===== src/rtl/seg_xlate_defines.vh =====
// constants for the segment translation block: modes, selector fields,
// descriptor layout and table geometry.
// assumes plain verilog-2005; included by bare name, definitions only.
`ifndef SEG_XLATE_DEFINES_VH
`define SEG_XLATE_DEFINES_VH

// operating modes
`define MODE_REAL      2'h0
`define MODE_V86       2'h1
`define MODE_PROT      2'h2

// selector fields
`define SEL_RPL_HI     1
`define SEL_RPL_LO     0
`define SEL_TBL_BIT    2
`define SEL_IDX_HI     15
`define SEL_IDX_LO     3
`define IDX_W          13

// privilege extremes
`define RPL_MOST       2'h0
`define RPL_LEAST      2'h3

// table geometry
`define TBL_ENTRIES    14'h2000
`define DESC_SHIFT     3
`define TBL_MAX_LIMIT  16'hffff

// real mode address formation
`define REAL_SHIFT     4
`define REAL_SUM_W     20
`define REAL_PAD_W     12

// descriptor kinds
`define KIND_CODE      2'h0
`define KIND_DATA      2'h1
`define KIND_STACK     2'h2
`define KIND_LOCAL     2'h3

// descriptor load fsm
`define ST_IDLE        2'h0
`define ST_FETCH       2'h1

// store operand select
`define STORE_GLOBAL   1'h0
`define STORE_LOCAL    1'h1

// reset values
`define SEL_RST        16'h0000
`define BASE_RST       32'h0000_0000
`define SEG_LIMIT_RST  20'h0ffff
`define ATTR_RST       8'h00
`define LIMIT_OUT_RST  20'h00000
`endif


===== src/rtl/segment_address_translate.v =====
// segment address translation: logical to linear/physical address.
// assumes a pipeline that presents loads and translations as one-cycle
// strobes, and a memory side that returns descriptor bases on request.
`timescale 1ns/100ps
`include "seg_xlate_defines.vh"

module segment_address_translate #(
  parameter NSEG = 6                     // number of segment registers
)(
  input  wire        ref_clk,            // core clock
  input  wire        nrst,               // async reset, active low
  input  wire [1:0]  mode,               // real, v86 or protected
  input  wire        paging_en,          // paging unit enabled
  // segment register load
  input  wire        seg_load,           // load strobe
  input  wire [2:0]  seg_load_num,       // which segment register
  input  wire [15:0] seg_load_sel,       // new selector value
  // descriptor fetch toward memory
  output reg         desc_req,           // descriptor read request
  output reg  [31:0] desc_addr,          // linear address of entry
  input  wire        desc_ack,           // descriptor returned
  input  wire [31:0] desc_base,          // descriptor base field
  input  wire [19:0] desc_limit,         // descriptor limit field
  input  wire [1:0]  desc_kind,          // code, data, stack, local
  input  wire [7:0]  desc_attr,          // attribute byte
  // translation request
  input  wire        xl_req,             // translate strobe
  input  wire [2:0]  xl_seg,             // segment register used
  input  wire [31:0] xl_offset,          // instruction offset
  output wire        xl_ready,           // not busy with a load
  output reg         xl_valid,           // result pulse
  output reg  [31:0] xl_addr,            // linear or physical address
  output reg         xl_to_paging,       // result must go to paging
  output reg         xl_null_fault,      // null global selector used in protected mode
  output reg  [1:0]  xl_rpl,             // selector privilege in protected mode, else level 0
  output reg         xl_most_priv,       // rpl is level 0
  // table pointer instructions
  input  wire        load_global_pointer,
  input  wire [31:0] gp_base_in,         // linear base operand
  input  wire [15:0] gp_limit_in,        // limit operand
  input  wire        load_local_selector,
  input  wire [15:0] local_sel_in,       // local selector operand
  input  wire        load_interrupt_table_pointer,
  input  wire [31:0] ip_base_in,         // linear base operand
  input  wire [15:0] ip_limit_in,        // limit operand
  input  wire        store_global_pointer,
  input  wire        store_local_selector,
  output reg         store_valid,        // store data pulse
  output reg  [47:0] store_data,         // image to write to memory
  // table pointer state
  output reg  [31:0] global_base_r,      // global table base
  output reg  [15:0] global_limit_r,     // global table limit
  output reg  [15:0] local_table_selector_reg_r,
  output reg  [31:0] local_base_r,       // local table base
  output reg  [31:0] int_base_r,         // interrupt table base
  output reg  [15:0] int_limit_r,        // interrupt table limit
  output reg  [1:0]  seg_kind_out,       // kind of last used segment
  output reg  [19:0] seg_limit_out,      // limit of last used segment
  output reg  [7:0]  seg_attr_out        // attr of last used segment
);

  // ==========================================================
  // selector decode helpers
  // ==========================================================
  // field picks used by load path and translation path
  function [1:0] requested_privilege_level;
    input [15:0] sel;
    begin
      requested_privilege_level = sel[`SEL_RPL_HI:`SEL_RPL_LO];
    end
  endfunction

  function table_select_bit;
    input [15:0] sel;
    begin
      table_select_bit = sel[`SEL_TBL_BIT];
    end
  endfunction

  function [`IDX_W-1:0] sel_index;
    input [15:0] sel;
    begin
      sel_index = sel[`SEL_IDX_HI:`SEL_IDX_LO];
    end
  endfunction

  // null means global table, index zero
  function is_null_global;
    input [15:0] sel;
    begin
      is_null_global = (table_select_bit(sel) == 1'b0) &&
                       (sel_index(sel) == {`IDX_W{1'b0}});
    end
  endfunction

  // ==========================================================
  // segment cache storage
  // ==========================================================
  reg [15:0] seg_sel_r   [0:NSEG-1];   // cached selectors
  reg [31:0] seg_base_r  [0:NSEG-1];   // cached descriptor bases
  reg [19:0] seg_limit_r [0:NSEG-1];   // cached limits
  reg [1:0]  seg_kind_r  [0:NSEG-1];   // cached segment kinds
  reg [7:0]  seg_attr_r  [0:NSEG-1];   // cached attributes

  reg [1:0]  state_r;                  // load fsm state
  reg [2:0]  pend_num_r;               // segment being loaded
  reg        pend_local_r;             // loading the local table

  // translation waits while any descriptor fetch is open, so no
  // access can see a stale base after a selector load
  assign xl_ready = (state_r == `ST_IDLE);

  // ==========================================================
  // descriptor address: table base plus index times eight
  // ==========================================================
  reg [31:0] fetch_addr;               // entry address for a load
  reg [31:0] tbl_base;                 // chosen table base
  reg [15:0] fetch_sel;                // selector being fetched
  always @*
  begin
    fetch_sel = load_local_selector ? local_sel_in : seg_load_sel;
    // local selector always points into the global table
    if (load_local_selector)
      tbl_base = global_base_r;
    else if (table_select_bit(fetch_sel))
      tbl_base = local_base_r;
    else
      tbl_base = global_base_r;
    // entry is eight bytes; index spans 8192 entries, 64 KB
    fetch_addr = tbl_base +
      {16'h0000, sel_index(fetch_sel), {`DESC_SHIFT{1'b0}}};
  end

  // ==========================================================
  // load fsm and table pointer registers
  // ==========================================================
  // only protected mode segment loads and local selector loads (in any mode) fetch
  // descriptors; real and v86 segment loads derive the base straight from the selector
  integer i;
  always @(posedge ref_clk or negedge nrst)
  begin
    if (!nrst)
    begin
      state_r                    <= `ST_IDLE;
      pend_num_r                 <= 3'h0;
      pend_local_r               <= 1'b0;
      desc_req                   <= 1'b0;
      desc_addr                  <= `BASE_RST;
      global_base_r              <= `BASE_RST;
      global_limit_r             <= `TBL_MAX_LIMIT;
      local_table_selector_reg_r <= `SEL_RST;
      local_base_r               <= `BASE_RST;
      int_base_r                 <= `BASE_RST;
      int_limit_r                <= `TBL_MAX_LIMIT;
      for (i = 0; i < NSEG; i = i + 1)
      begin
        seg_sel_r[i]   <= `SEL_RST;
        seg_base_r[i]  <= `BASE_RST;
        seg_limit_r[i] <= `SEG_LIMIT_RST;
        seg_kind_r[i]  <= `KIND_DATA;
        seg_attr_r[i]  <= `ATTR_RST;
      end
    end
    else
    begin
      // pointer loads take linear operands, usable from real mode
      if (load_global_pointer)
      begin
        global_base_r  <= gp_base_in;
        global_limit_r <= gp_limit_in;
      end
      // interrupt pointer is only held here; lookups live elsewhere
      if (load_interrupt_table_pointer)
      begin
        int_base_r  <= ip_base_in;
        int_limit_r <= ip_limit_in;
      end
      case (state_r)
        `ST_IDLE:
        begin
          // a local selector load wins over a segment load in the same
          // cycle; the pipeline must not issue both at once
          if (load_local_selector)
          begin
            local_table_selector_reg_r <= local_sel_in;
            pend_local_r <= 1'b1;
            if (is_null_global(local_sel_in))
              local_base_r <= `BASE_RST;
            else
            begin
              desc_req  <= 1'b1;
              desc_addr <= fetch_addr;
              state_r   <= `ST_FETCH;
            end
          end
          else if (seg_load && seg_load_num < NSEG)
          begin
            seg_sel_r[seg_load_num] <= seg_load_sel;
            pend_num_r   <= seg_load_num;
            pend_local_r <= 1'b0;
            if (mode != `MODE_PROT)
              // real and v86 base is selector shifted by four
              seg_base_r[seg_load_num] <=
                {{`REAL_PAD_W{1'b0}}, seg_load_sel,
                 {`REAL_SHIFT{1'b0}}};
            else if (is_null_global(seg_load_sel))
              seg_base_r[seg_load_num] <= `BASE_RST;
            else
            begin
              desc_req  <= 1'b1;
              desc_addr <= fetch_addr;
              state_r   <= `ST_FETCH;
            end
          end
        end
        `ST_FETCH:
        begin
          if (desc_ack)
          begin
            desc_req <= 1'b0;
            state_r  <= `ST_IDLE;
            if (pend_local_r)
              local_base_r <= desc_base;
            else
            begin
              // descriptor supplies base, limit, attributes, kind
              seg_base_r[pend_num_r]  <= desc_base;
              seg_limit_r[pend_num_r] <= desc_limit;
              seg_kind_r[pend_num_r]  <= desc_kind;
              seg_attr_r[pend_num_r]  <= desc_attr;
            end
          end
        end
        default:
          state_r <= `ST_IDLE;
      endcase
    end
  end

  // ==========================================================
  // address formation
  // ==========================================================
  // one cycle from request to result; protected mode uses the cached
  // base and never rereads the table
  reg [15:0] cur_sel;                  // selector of requested segment
  reg [`REAL_SUM_W-1:0] real_sum;      // 20-bit real-mode sum
  reg [31:0] addr_nxt;                 // formed address
  always @*
  begin
    cur_sel  = seg_sel_r[xl_seg];
    // 16-bit segment times 16 plus 16-bit offset; carry past bit 19
    // wraps, which keeps the result inside the first megabyte
    real_sum = {cur_sel, {`REAL_SHIFT{1'b0}}} +
               {{`REAL_SHIFT{1'b0}}, xl_offset[15:0]};
    if (mode == `MODE_PROT)
      addr_nxt = seg_base_r[xl_seg] + xl_offset;
    else
      addr_nxt = {{`REAL_PAD_W{1'b0}}, real_sum};
  end

  always @(posedge ref_clk or negedge nrst)
  begin
    if (!nrst)
    begin
      xl_valid      <= 1'b0;
      xl_addr       <= `BASE_RST;
      xl_to_paging  <= 1'b0;
      xl_null_fault <= 1'b0;
      xl_rpl        <= `RPL_MOST;
      xl_most_priv  <= 1'b1;
      seg_kind_out  <= `KIND_DATA;
      seg_limit_out <= `LIMIT_OUT_RST;
      seg_attr_out  <= `ATTR_RST;
    end
    else
    begin
      // requests naming a missing segment register get no answer
      xl_valid <= xl_req && xl_ready && (xl_seg < NSEG);
      if (xl_req && xl_ready && xl_seg < NSEG)
      begin
        xl_addr <= addr_nxt;
        // real mode output is physical; v86 and protected go to paging when paging_en is set
        xl_to_paging  <= paging_en && (mode != `MODE_REAL);
        xl_null_fault <= (mode == `MODE_PROT) &&
                         is_null_global(cur_sel);
        // real mode behaves as most privileged
        xl_rpl <= (mode == `MODE_PROT) ?
                  requested_privilege_level(cur_sel) : `RPL_MOST;
        xl_most_priv <= (mode != `MODE_PROT) ||
          (requested_privilege_level(cur_sel) == `RPL_MOST);
        seg_kind_out  <= seg_kind_r[xl_seg];
        seg_limit_out <= seg_limit_r[xl_seg];
        seg_attr_out  <= seg_attr_r[xl_seg];
      end
    end
  end

  // ==========================================================
  // store instructions
  // ==========================================================
  // global image: limit in low word, base above; local: selector only
  always @(posedge ref_clk or negedge nrst)
  begin
    if (!nrst)
    begin
      store_valid <= 1'b0;
      store_data  <= 48'h0000_0000_0000;
    end
    else
    begin
      // global image wins when both stores are strobed together
      store_valid <= store_global_pointer | store_local_selector;
      if (store_global_pointer)
        store_data <= {global_base_r, global_limit_r};
      else if (store_local_selector)
        store_data <= {32'h0000_0000,
                       local_table_selector_reg_r};
    end
  end

endmodule


===== config.mk =====
export PLATFORM = sky130hd
export DESIGN_NAME = segment_address_translate
export DESIGN_NICKNAME = d
export VERILOG_FILES = /design/src/rtl/segment_address_translate.v
export VERILOG_INCLUDE_DIRS = /design/src /design/src/rtl
export SDC_FILE = /design/constraint.sdc
export NUM_CORES = 2
export LEC_CHECK = 0
export BUFFER_PORTS_ARGS = -buffer_cell sky130_fd_sc_hd__buf_2
export CAP_MARGIN = 10
export CELL_PAD_IN_SITES_DETAIL_PLACEMENT = 0
export CELL_PAD_IN_SITES_GLOBAL_PLACEMENT = 1
export CORE_MARGIN = 2
export CORE_UTILIZATION = 50
export CTS_CLUSTER_SIZE = 25
export DETAILED_ROUTE_END_ITERATION = 7
export PLACE_DENSITY = 0.95
export SYNTH_ARGS = -nofsm -noshare
export SYNTH_HDL_FRONTEND = slang
export SYNTH_SLANG_ARGS = --single-unit

===== constraint.sdc =====
create_clock -name ref_clk -period 9.7 [get_ports ref_clk]
set_input_delay 0.97 -clock ref_clk [delete_from_list [all_inputs] [get_ports ref_clk]]
set_output_delay 0.97 -clock ref_clk [all_outputs]
set_load 0.01 [all_outputs]

== Word-level counts from Yosys, hierarchy flattened ==
Index checks and enable logic that the tools add are counted.

* Bits in registers: 768
* Input port bits: 241

* Order comparisons: 7
* Reductions and logical operators: 29
* Mux-type cells: 73
* Bitwise logic cells: 11
* $add $sub $neg: 3
* Equal/unequal tests: 18

{| class="wikitable"
|+ Operators by type and width
! cell !! number
|-
| two-way mux 192 bit || 6
|-
| two-way mux 32 bit || 16
|-
| bitwise mux 192 bit || 2
|-
| case mux 192 bit (2 select lines) || 1
|-
| AND 192 bit || 1
|-
| demux 32 bit (select 3 bit) || 2
|-
| inverter 192 bit || 1
|-
| bitwise mux 120 bit || 1
|-
| binary-select mux 32 bit (select 3 bit) || 1
|-
| bitwise mux 96 bit || 1
|-
| two-way mux 48 bit || 2
|-
| two-way mux 16 bit || 4
|-
| case mux 32 bit (2 select lines) || 1
|-
| binary-select mux 20 bit (select 3 bit) || 1
|-
| demux 20 bit (select 3 bit) || 1
|-
| two-way mux 20 bit || 3
|-
| binary-select mux 16 bit (select 3 bit) || 1
|-
| bitwise mux 48 bit || 1
|-
| demux 16 bit (select 3 bit) || 1
|-
| zero test 13 bit || 3
|-
| adder 32 x 16 -> 32 bit || 1
|-
| adder 32 bit || 1
|-
| binary-select mux 8 bit (select 3 bit) || 1
|-
| demux 8 bit (select 3 bit) || 1
|-
| other kinds (29) || 87
|}

== Logic depth before layout (Yosys ltp) ==
* Depth in word-level cells: 12
* Gate-level depth with buffers: 17
* Mapped depth without buffers: 13

== Worst setup path after synthesis ==
No wires, ideal clock.

* Path kind: input to register
* Start: input port xl_seg[1]
* End: register xl_addr[28]
* Path buffers: 4
* Data required time: 9.578 ns
* Arrival time: 4.640 ns
* Stages on the path: 16
* Path slack: 4.939 ns
* Cells stage by stage: buf_2 > buf_2 > clkbuf_1 > buf_1 > mux4_2 > nand2_1 > o21ai_0 > ha_1 > fa_1 > a21oi_1 > nor3_1 > o211ai_1 > nand4b_1 > o2111a_1 > or3_1 > a32o_1

* Word-level cells in the longest chain between the ends: 6

{| class="wikitable"
|+ Ends and longest elaborated chain
! what !! RTL line !! source
|-
| start, declared || segment_address_translate.v:28 || <nowiki>input wire [2:0] xl_seg,</nowiki>
|-
| inverter 3 -> 4 bit (implied by the code) || segment_address_translate.v:256 || <nowiki>addr_nxt = seg_base_r[xl_seg] + xl_offset;</nowiki>
|-
| binary-select mux 32 bit (select 3 bit) || segment_address_translate.v:256 ||
|-
| two-way mux 32 bit (implied by the code) (2 in series) || segment_address_translate.v:256 ||
|-
| adder 32 bit || segment_address_translate.v:256 ||
|-
| two-way mux 32 bit || segment_address_translate.v:255 || <nowiki>if (mode == `MODE_PROT)</nowiki>
|-
| end signal, assigned || segment_address_translate.v:266 || <nowiki>xl_addr <= `BASE_RST;</nowiki>
|-
| end signal, assigned || segment_address_translate.v:281 || <nowiki>xl_addr <= addr_nxt;</nowiki>
|-
| end, declared || segment_address_translate.v:32 || <nowiki>output reg [31:0] xl_addr,</nowiki>
|}

Parallel ways exist; a longest one is shown, timed or not. The select of a mux whose other input is x is not followed.
A chain may end at the register's enable or synchronous reset.

== Final worst setup path ==
Same ends and word-level chain as after synthesis.

==> results.sh <==
export IMPL_outcome="finished, final reports clean"
export IMPL_worstPathArrival_ns=5.38
export IMPL_tightest_slew_ns=1.24
export IMPL_syn_nets=3621
export IMPL_cts_root_buf="clkbuf_16"
export IMPL_ant_nets=0
export IMPL_drive_above_1_share=0.361
export IMPL_setup_viol=0
export IMPL_total_power_uw=11800
export IMPL_grt_ovfl_total=0
export IMPL_fin_util=0.589
export IMPL_hpwlAfterDp_mm=81.6
export IMPL_numCtsBuffers=82
export IMPL_holdCritPathClass="primary input to asynchronous set/reset pin"
export IMPL_cp_required_ns=10.24
export IMPL_core_area_sq_um=75900
export IMPL_route_final_wire_length_mm=120
export IMPL_hold_slack_ns=0.331
export IMPL_start_util=0.505
export IMPL_slew_headroom=0.172
export IMPL_cts_htree_levels=3
export IMPL_routed_via_density=6.22
export IMPL_cp_start_kind="primary input"
export IMPL_finClkSkew_ns=0.0318
export IMPL_synthCells=3321
export IMPL_cts_num_sinks=766
export IMPL_grt_util_all_layers=0.302
export IMPL_path_cells="buf_4 -> buf_4 -> mux4_2 -> nand2_1 -> o21ai_0 -> ha_1 -> fa_1 -> a21oi_1 -> nor3_1 -> o211ai_1 -> nand4b_1 -> o2111a_1 -> or3_1 -> a32o_1"
export IMPL_period_minus_slack_ns=4.83
export IMPL_drc=0
export IMPL_grt_pass1_vias=30300
export IMPL_cp_slowest_stage_delay_ns=0.80
export IMPL_leakage_uw=0.0202
export IMPL_finalCritPeriodShare=0.498
export IMPL_rsz0062_at_grt="no"
export IMPL_grt_max_degree=176
export IMPL_yosys_top_cells_area="dfrtp_1, mux2_2, dfstp_2, mux4_2, nand2_1"
export IMPL_setup_tns_ns=0
export IMPL_dieArea_sq_um=78900
export IMPL_final_nets=4035
export IMPL_fmax_ghz=0.207
export IMPL_critPathMaxFanout=50
export IMPL_nFillCells=6160
export IMPL_hold_viol=0
export IMPL_synth_edff_count=0
export IMPL_grt_pass1_wl_mm=184
export IMPL_rows=101
export IMPL_path_delay_family="buffers and inverters"
export IMPL_hold_buffers=0
export IMPL_place_gp_congestion=0.947
export IMPL_syn_cell_area_sq_um=38300
export IMPL_antenna_found_initial=22
export IMPL_critPathKind="primary input to flip-flop"
export IMPL_maxSlewViolCount=0
export IMPL_yosys_warnings=0
export IMPL_cp_common_cell="buf_4"
export IMPL_syn_area_per_cell_sq_um=11.5
export IMPL_synth_cell_types=84
export IMPL_die_h_um=281
export IMPL_cpMaxStageDelayCell="buf_4"
export IMPL_cts_tree="done"
export IMPL_yosys_register_bits=766
export IMPL_vias=30200
export IMPL_cellPowerDensity_nw_per_um2=265
export IMPL_path_clk_slew_ns=0.06
export IMPL_synth_main_ff_cell="dfrtp_1"
export IMPL_first_pass_iters=5
export IMPL_endpoint_kind="flip-flop"
export IMPL_vdd_drop_max_uv=181
export IMPL_async_flop_share=1.00
export IMPL_portBuffers=535
export IMPL_cts_setup_buffers=0
export IMPL_path_buf_inv=2
export IMPL_insertion_delay_ns=0.66
export IMPL_io_pins=536
export IMPL_die_w_um=281
export IMPL_first_iter_violations=2866
export IMPL_ctsLongestPathBuffers=3
export IMPL_syn_to_final_growth_pct=16.8
export IMPL_yosysSeqAreaShare=0.505
export IMPL_cts_resized=0
export IMPL_max_cap_violations=0
export IMPL_avgRoutedWirePerCell_um=24.7
export IMPL_synth_top_area_frac=0.411
export IMPL_synth_top_area_cell="dfrtp_1"
## placed cells by master (no fill, tap or decap), types with 11 or more instances in the layout
cell       synthesis  layout
mux4_2            77      77
ha_1              56      56
inv_1             22      21
o21bai_1          11      11
nor3_1            16      16
clkbuf_1         170      11
a21oi_1           95      95
mux2_2           388     388
dfstp_2          136     136
a22o_1            64      64
mux2i_1          121     121
xnor2_1           25      25
buf_2             59     532
nand3_1           21      20
nor2_1            89      81
diode_2            0      13
bufinv_16          0      12
xor2_1            28      28
clkinv_2           0      18
a22oi_1          195     195
buf_4              1      49
clkbuf_16          0      83
a21o_1            24      24
o21ai_1           34      33
o21a_1           111     111
dfrtp_1          630     629
nand2_1          411     411
and2_1            12      12
nor2_4             6      11
o21ai_0          233     233
clkbuf_8           0      20
o221ai_1          98      98
## logic make-up (layout without fill, tap and decap cells)
kind of cell               Yosys count  count (layout)  synth area share
AOI/OAI and AO/OA                  942             942             0.169
xor gates and xnor gates            53              53            0.0121
adders and majority gates           59              59            0.0199
buffers and inverters              278             761            0.0298
DFF                                766             766             0.505
muxes                              587             587             0.192
other                                0              13                 0
and+or+nand+nor                    636             636            0.0728
## path summary, 6_finish.rpt
check,from,to,slack [ns],cells after the start
setup / recovery,xl_seg[1],xl_addr[28]$_DFFE_PN0P_,4.87,14
hold reg to reg,seg_limit_out[2]$_DFFE_PN0P_,seg_limit_out[2]$_DFFE_PN0P_,0.47,2
min in group ref_clk,seg_limit_out[2]$_DFFE_PN0P_,seg_limit_out[2]$_DFFE_PN0P_,0.47,2
setup reg to reg,desc_req$_DFFE_PN0P_,xl_addr[29]$_DFFE_PN0P_,5.84,6
hold / removal,nrst,seg_attr_r[34]$_DFFE_PN0P_,0.33,1
max in group asynchronous,nrst,seg_base_r[92]$_DFFE_PN0P_,7.11,3
## per-layer routing
metal / vias up / part of all wire / track usage
met5: - / 0.00082 / 0
met4: 16 / 0.038 / 0.117
met3: 262 / 0.090 / 0.0741
met2: 1400 / 0.48 / 0.488
met1: 15300 / 0.39 / 0.393
li1: 13200 / - / -
## state kept, by name (all words and copies together), names as in the netlist, 48 cells and up
name	count
seg_base_r	192
seg_limit_r	120
seg_sel_r	96
seg_attr_r	48
store_data	48
## synth_stat cells (21+ instances only)
master	n
a21o_1	24
a21oi_1	95
a22o_1	64
a22oi_1	195
buf_1	22
buf_2	59
clkbuf_1	170
dfrtp_1	630
dfstp_2	136
ha_1	56
inv_1	22
mux2_2	388
mux2i_1	121
mux4_2	77
nand2_1	411
nand3_1	21
nor2_1	89
o21a_1	111
o21ai_0	233
o21ai_1	34
o221ai_1	98
xnor2_1	25
xor2_1	28
## metrics by stage
step	instance area, sq um	std cells	setup WS, ns
final	44800	4847	4.87
after global routing	44700	4841	4.68
after CTS	44700	4834	4.90
after detailed placement	41700	4681	4.22
after global placement	41700	4681	4.26
after floorplan	38300	3321	4.94
## power by group
group	internal, uW	switching (uW)	total, uW
sequential	4300	741	5040
combinational	1580	1780	3360
clock	2060	1380	3440
## layout make-up
class	instances	area [sq um]	share of cell area
Clock buffer	114	2390	0.0535
Inverter	23	86.3	0.00193
Timing Repair Buffer	585	3100	0.0693
Sequential cell	766	19300	0.432
Antenna cell	13	32.5	0.000727
Tap cell	1030	1290	0.0288
Clock inverter	39	589	0.0132
Multi-Input combinational cell	2277	17900	0.400
Note: power is estimated with default switching activity, not from simulation.
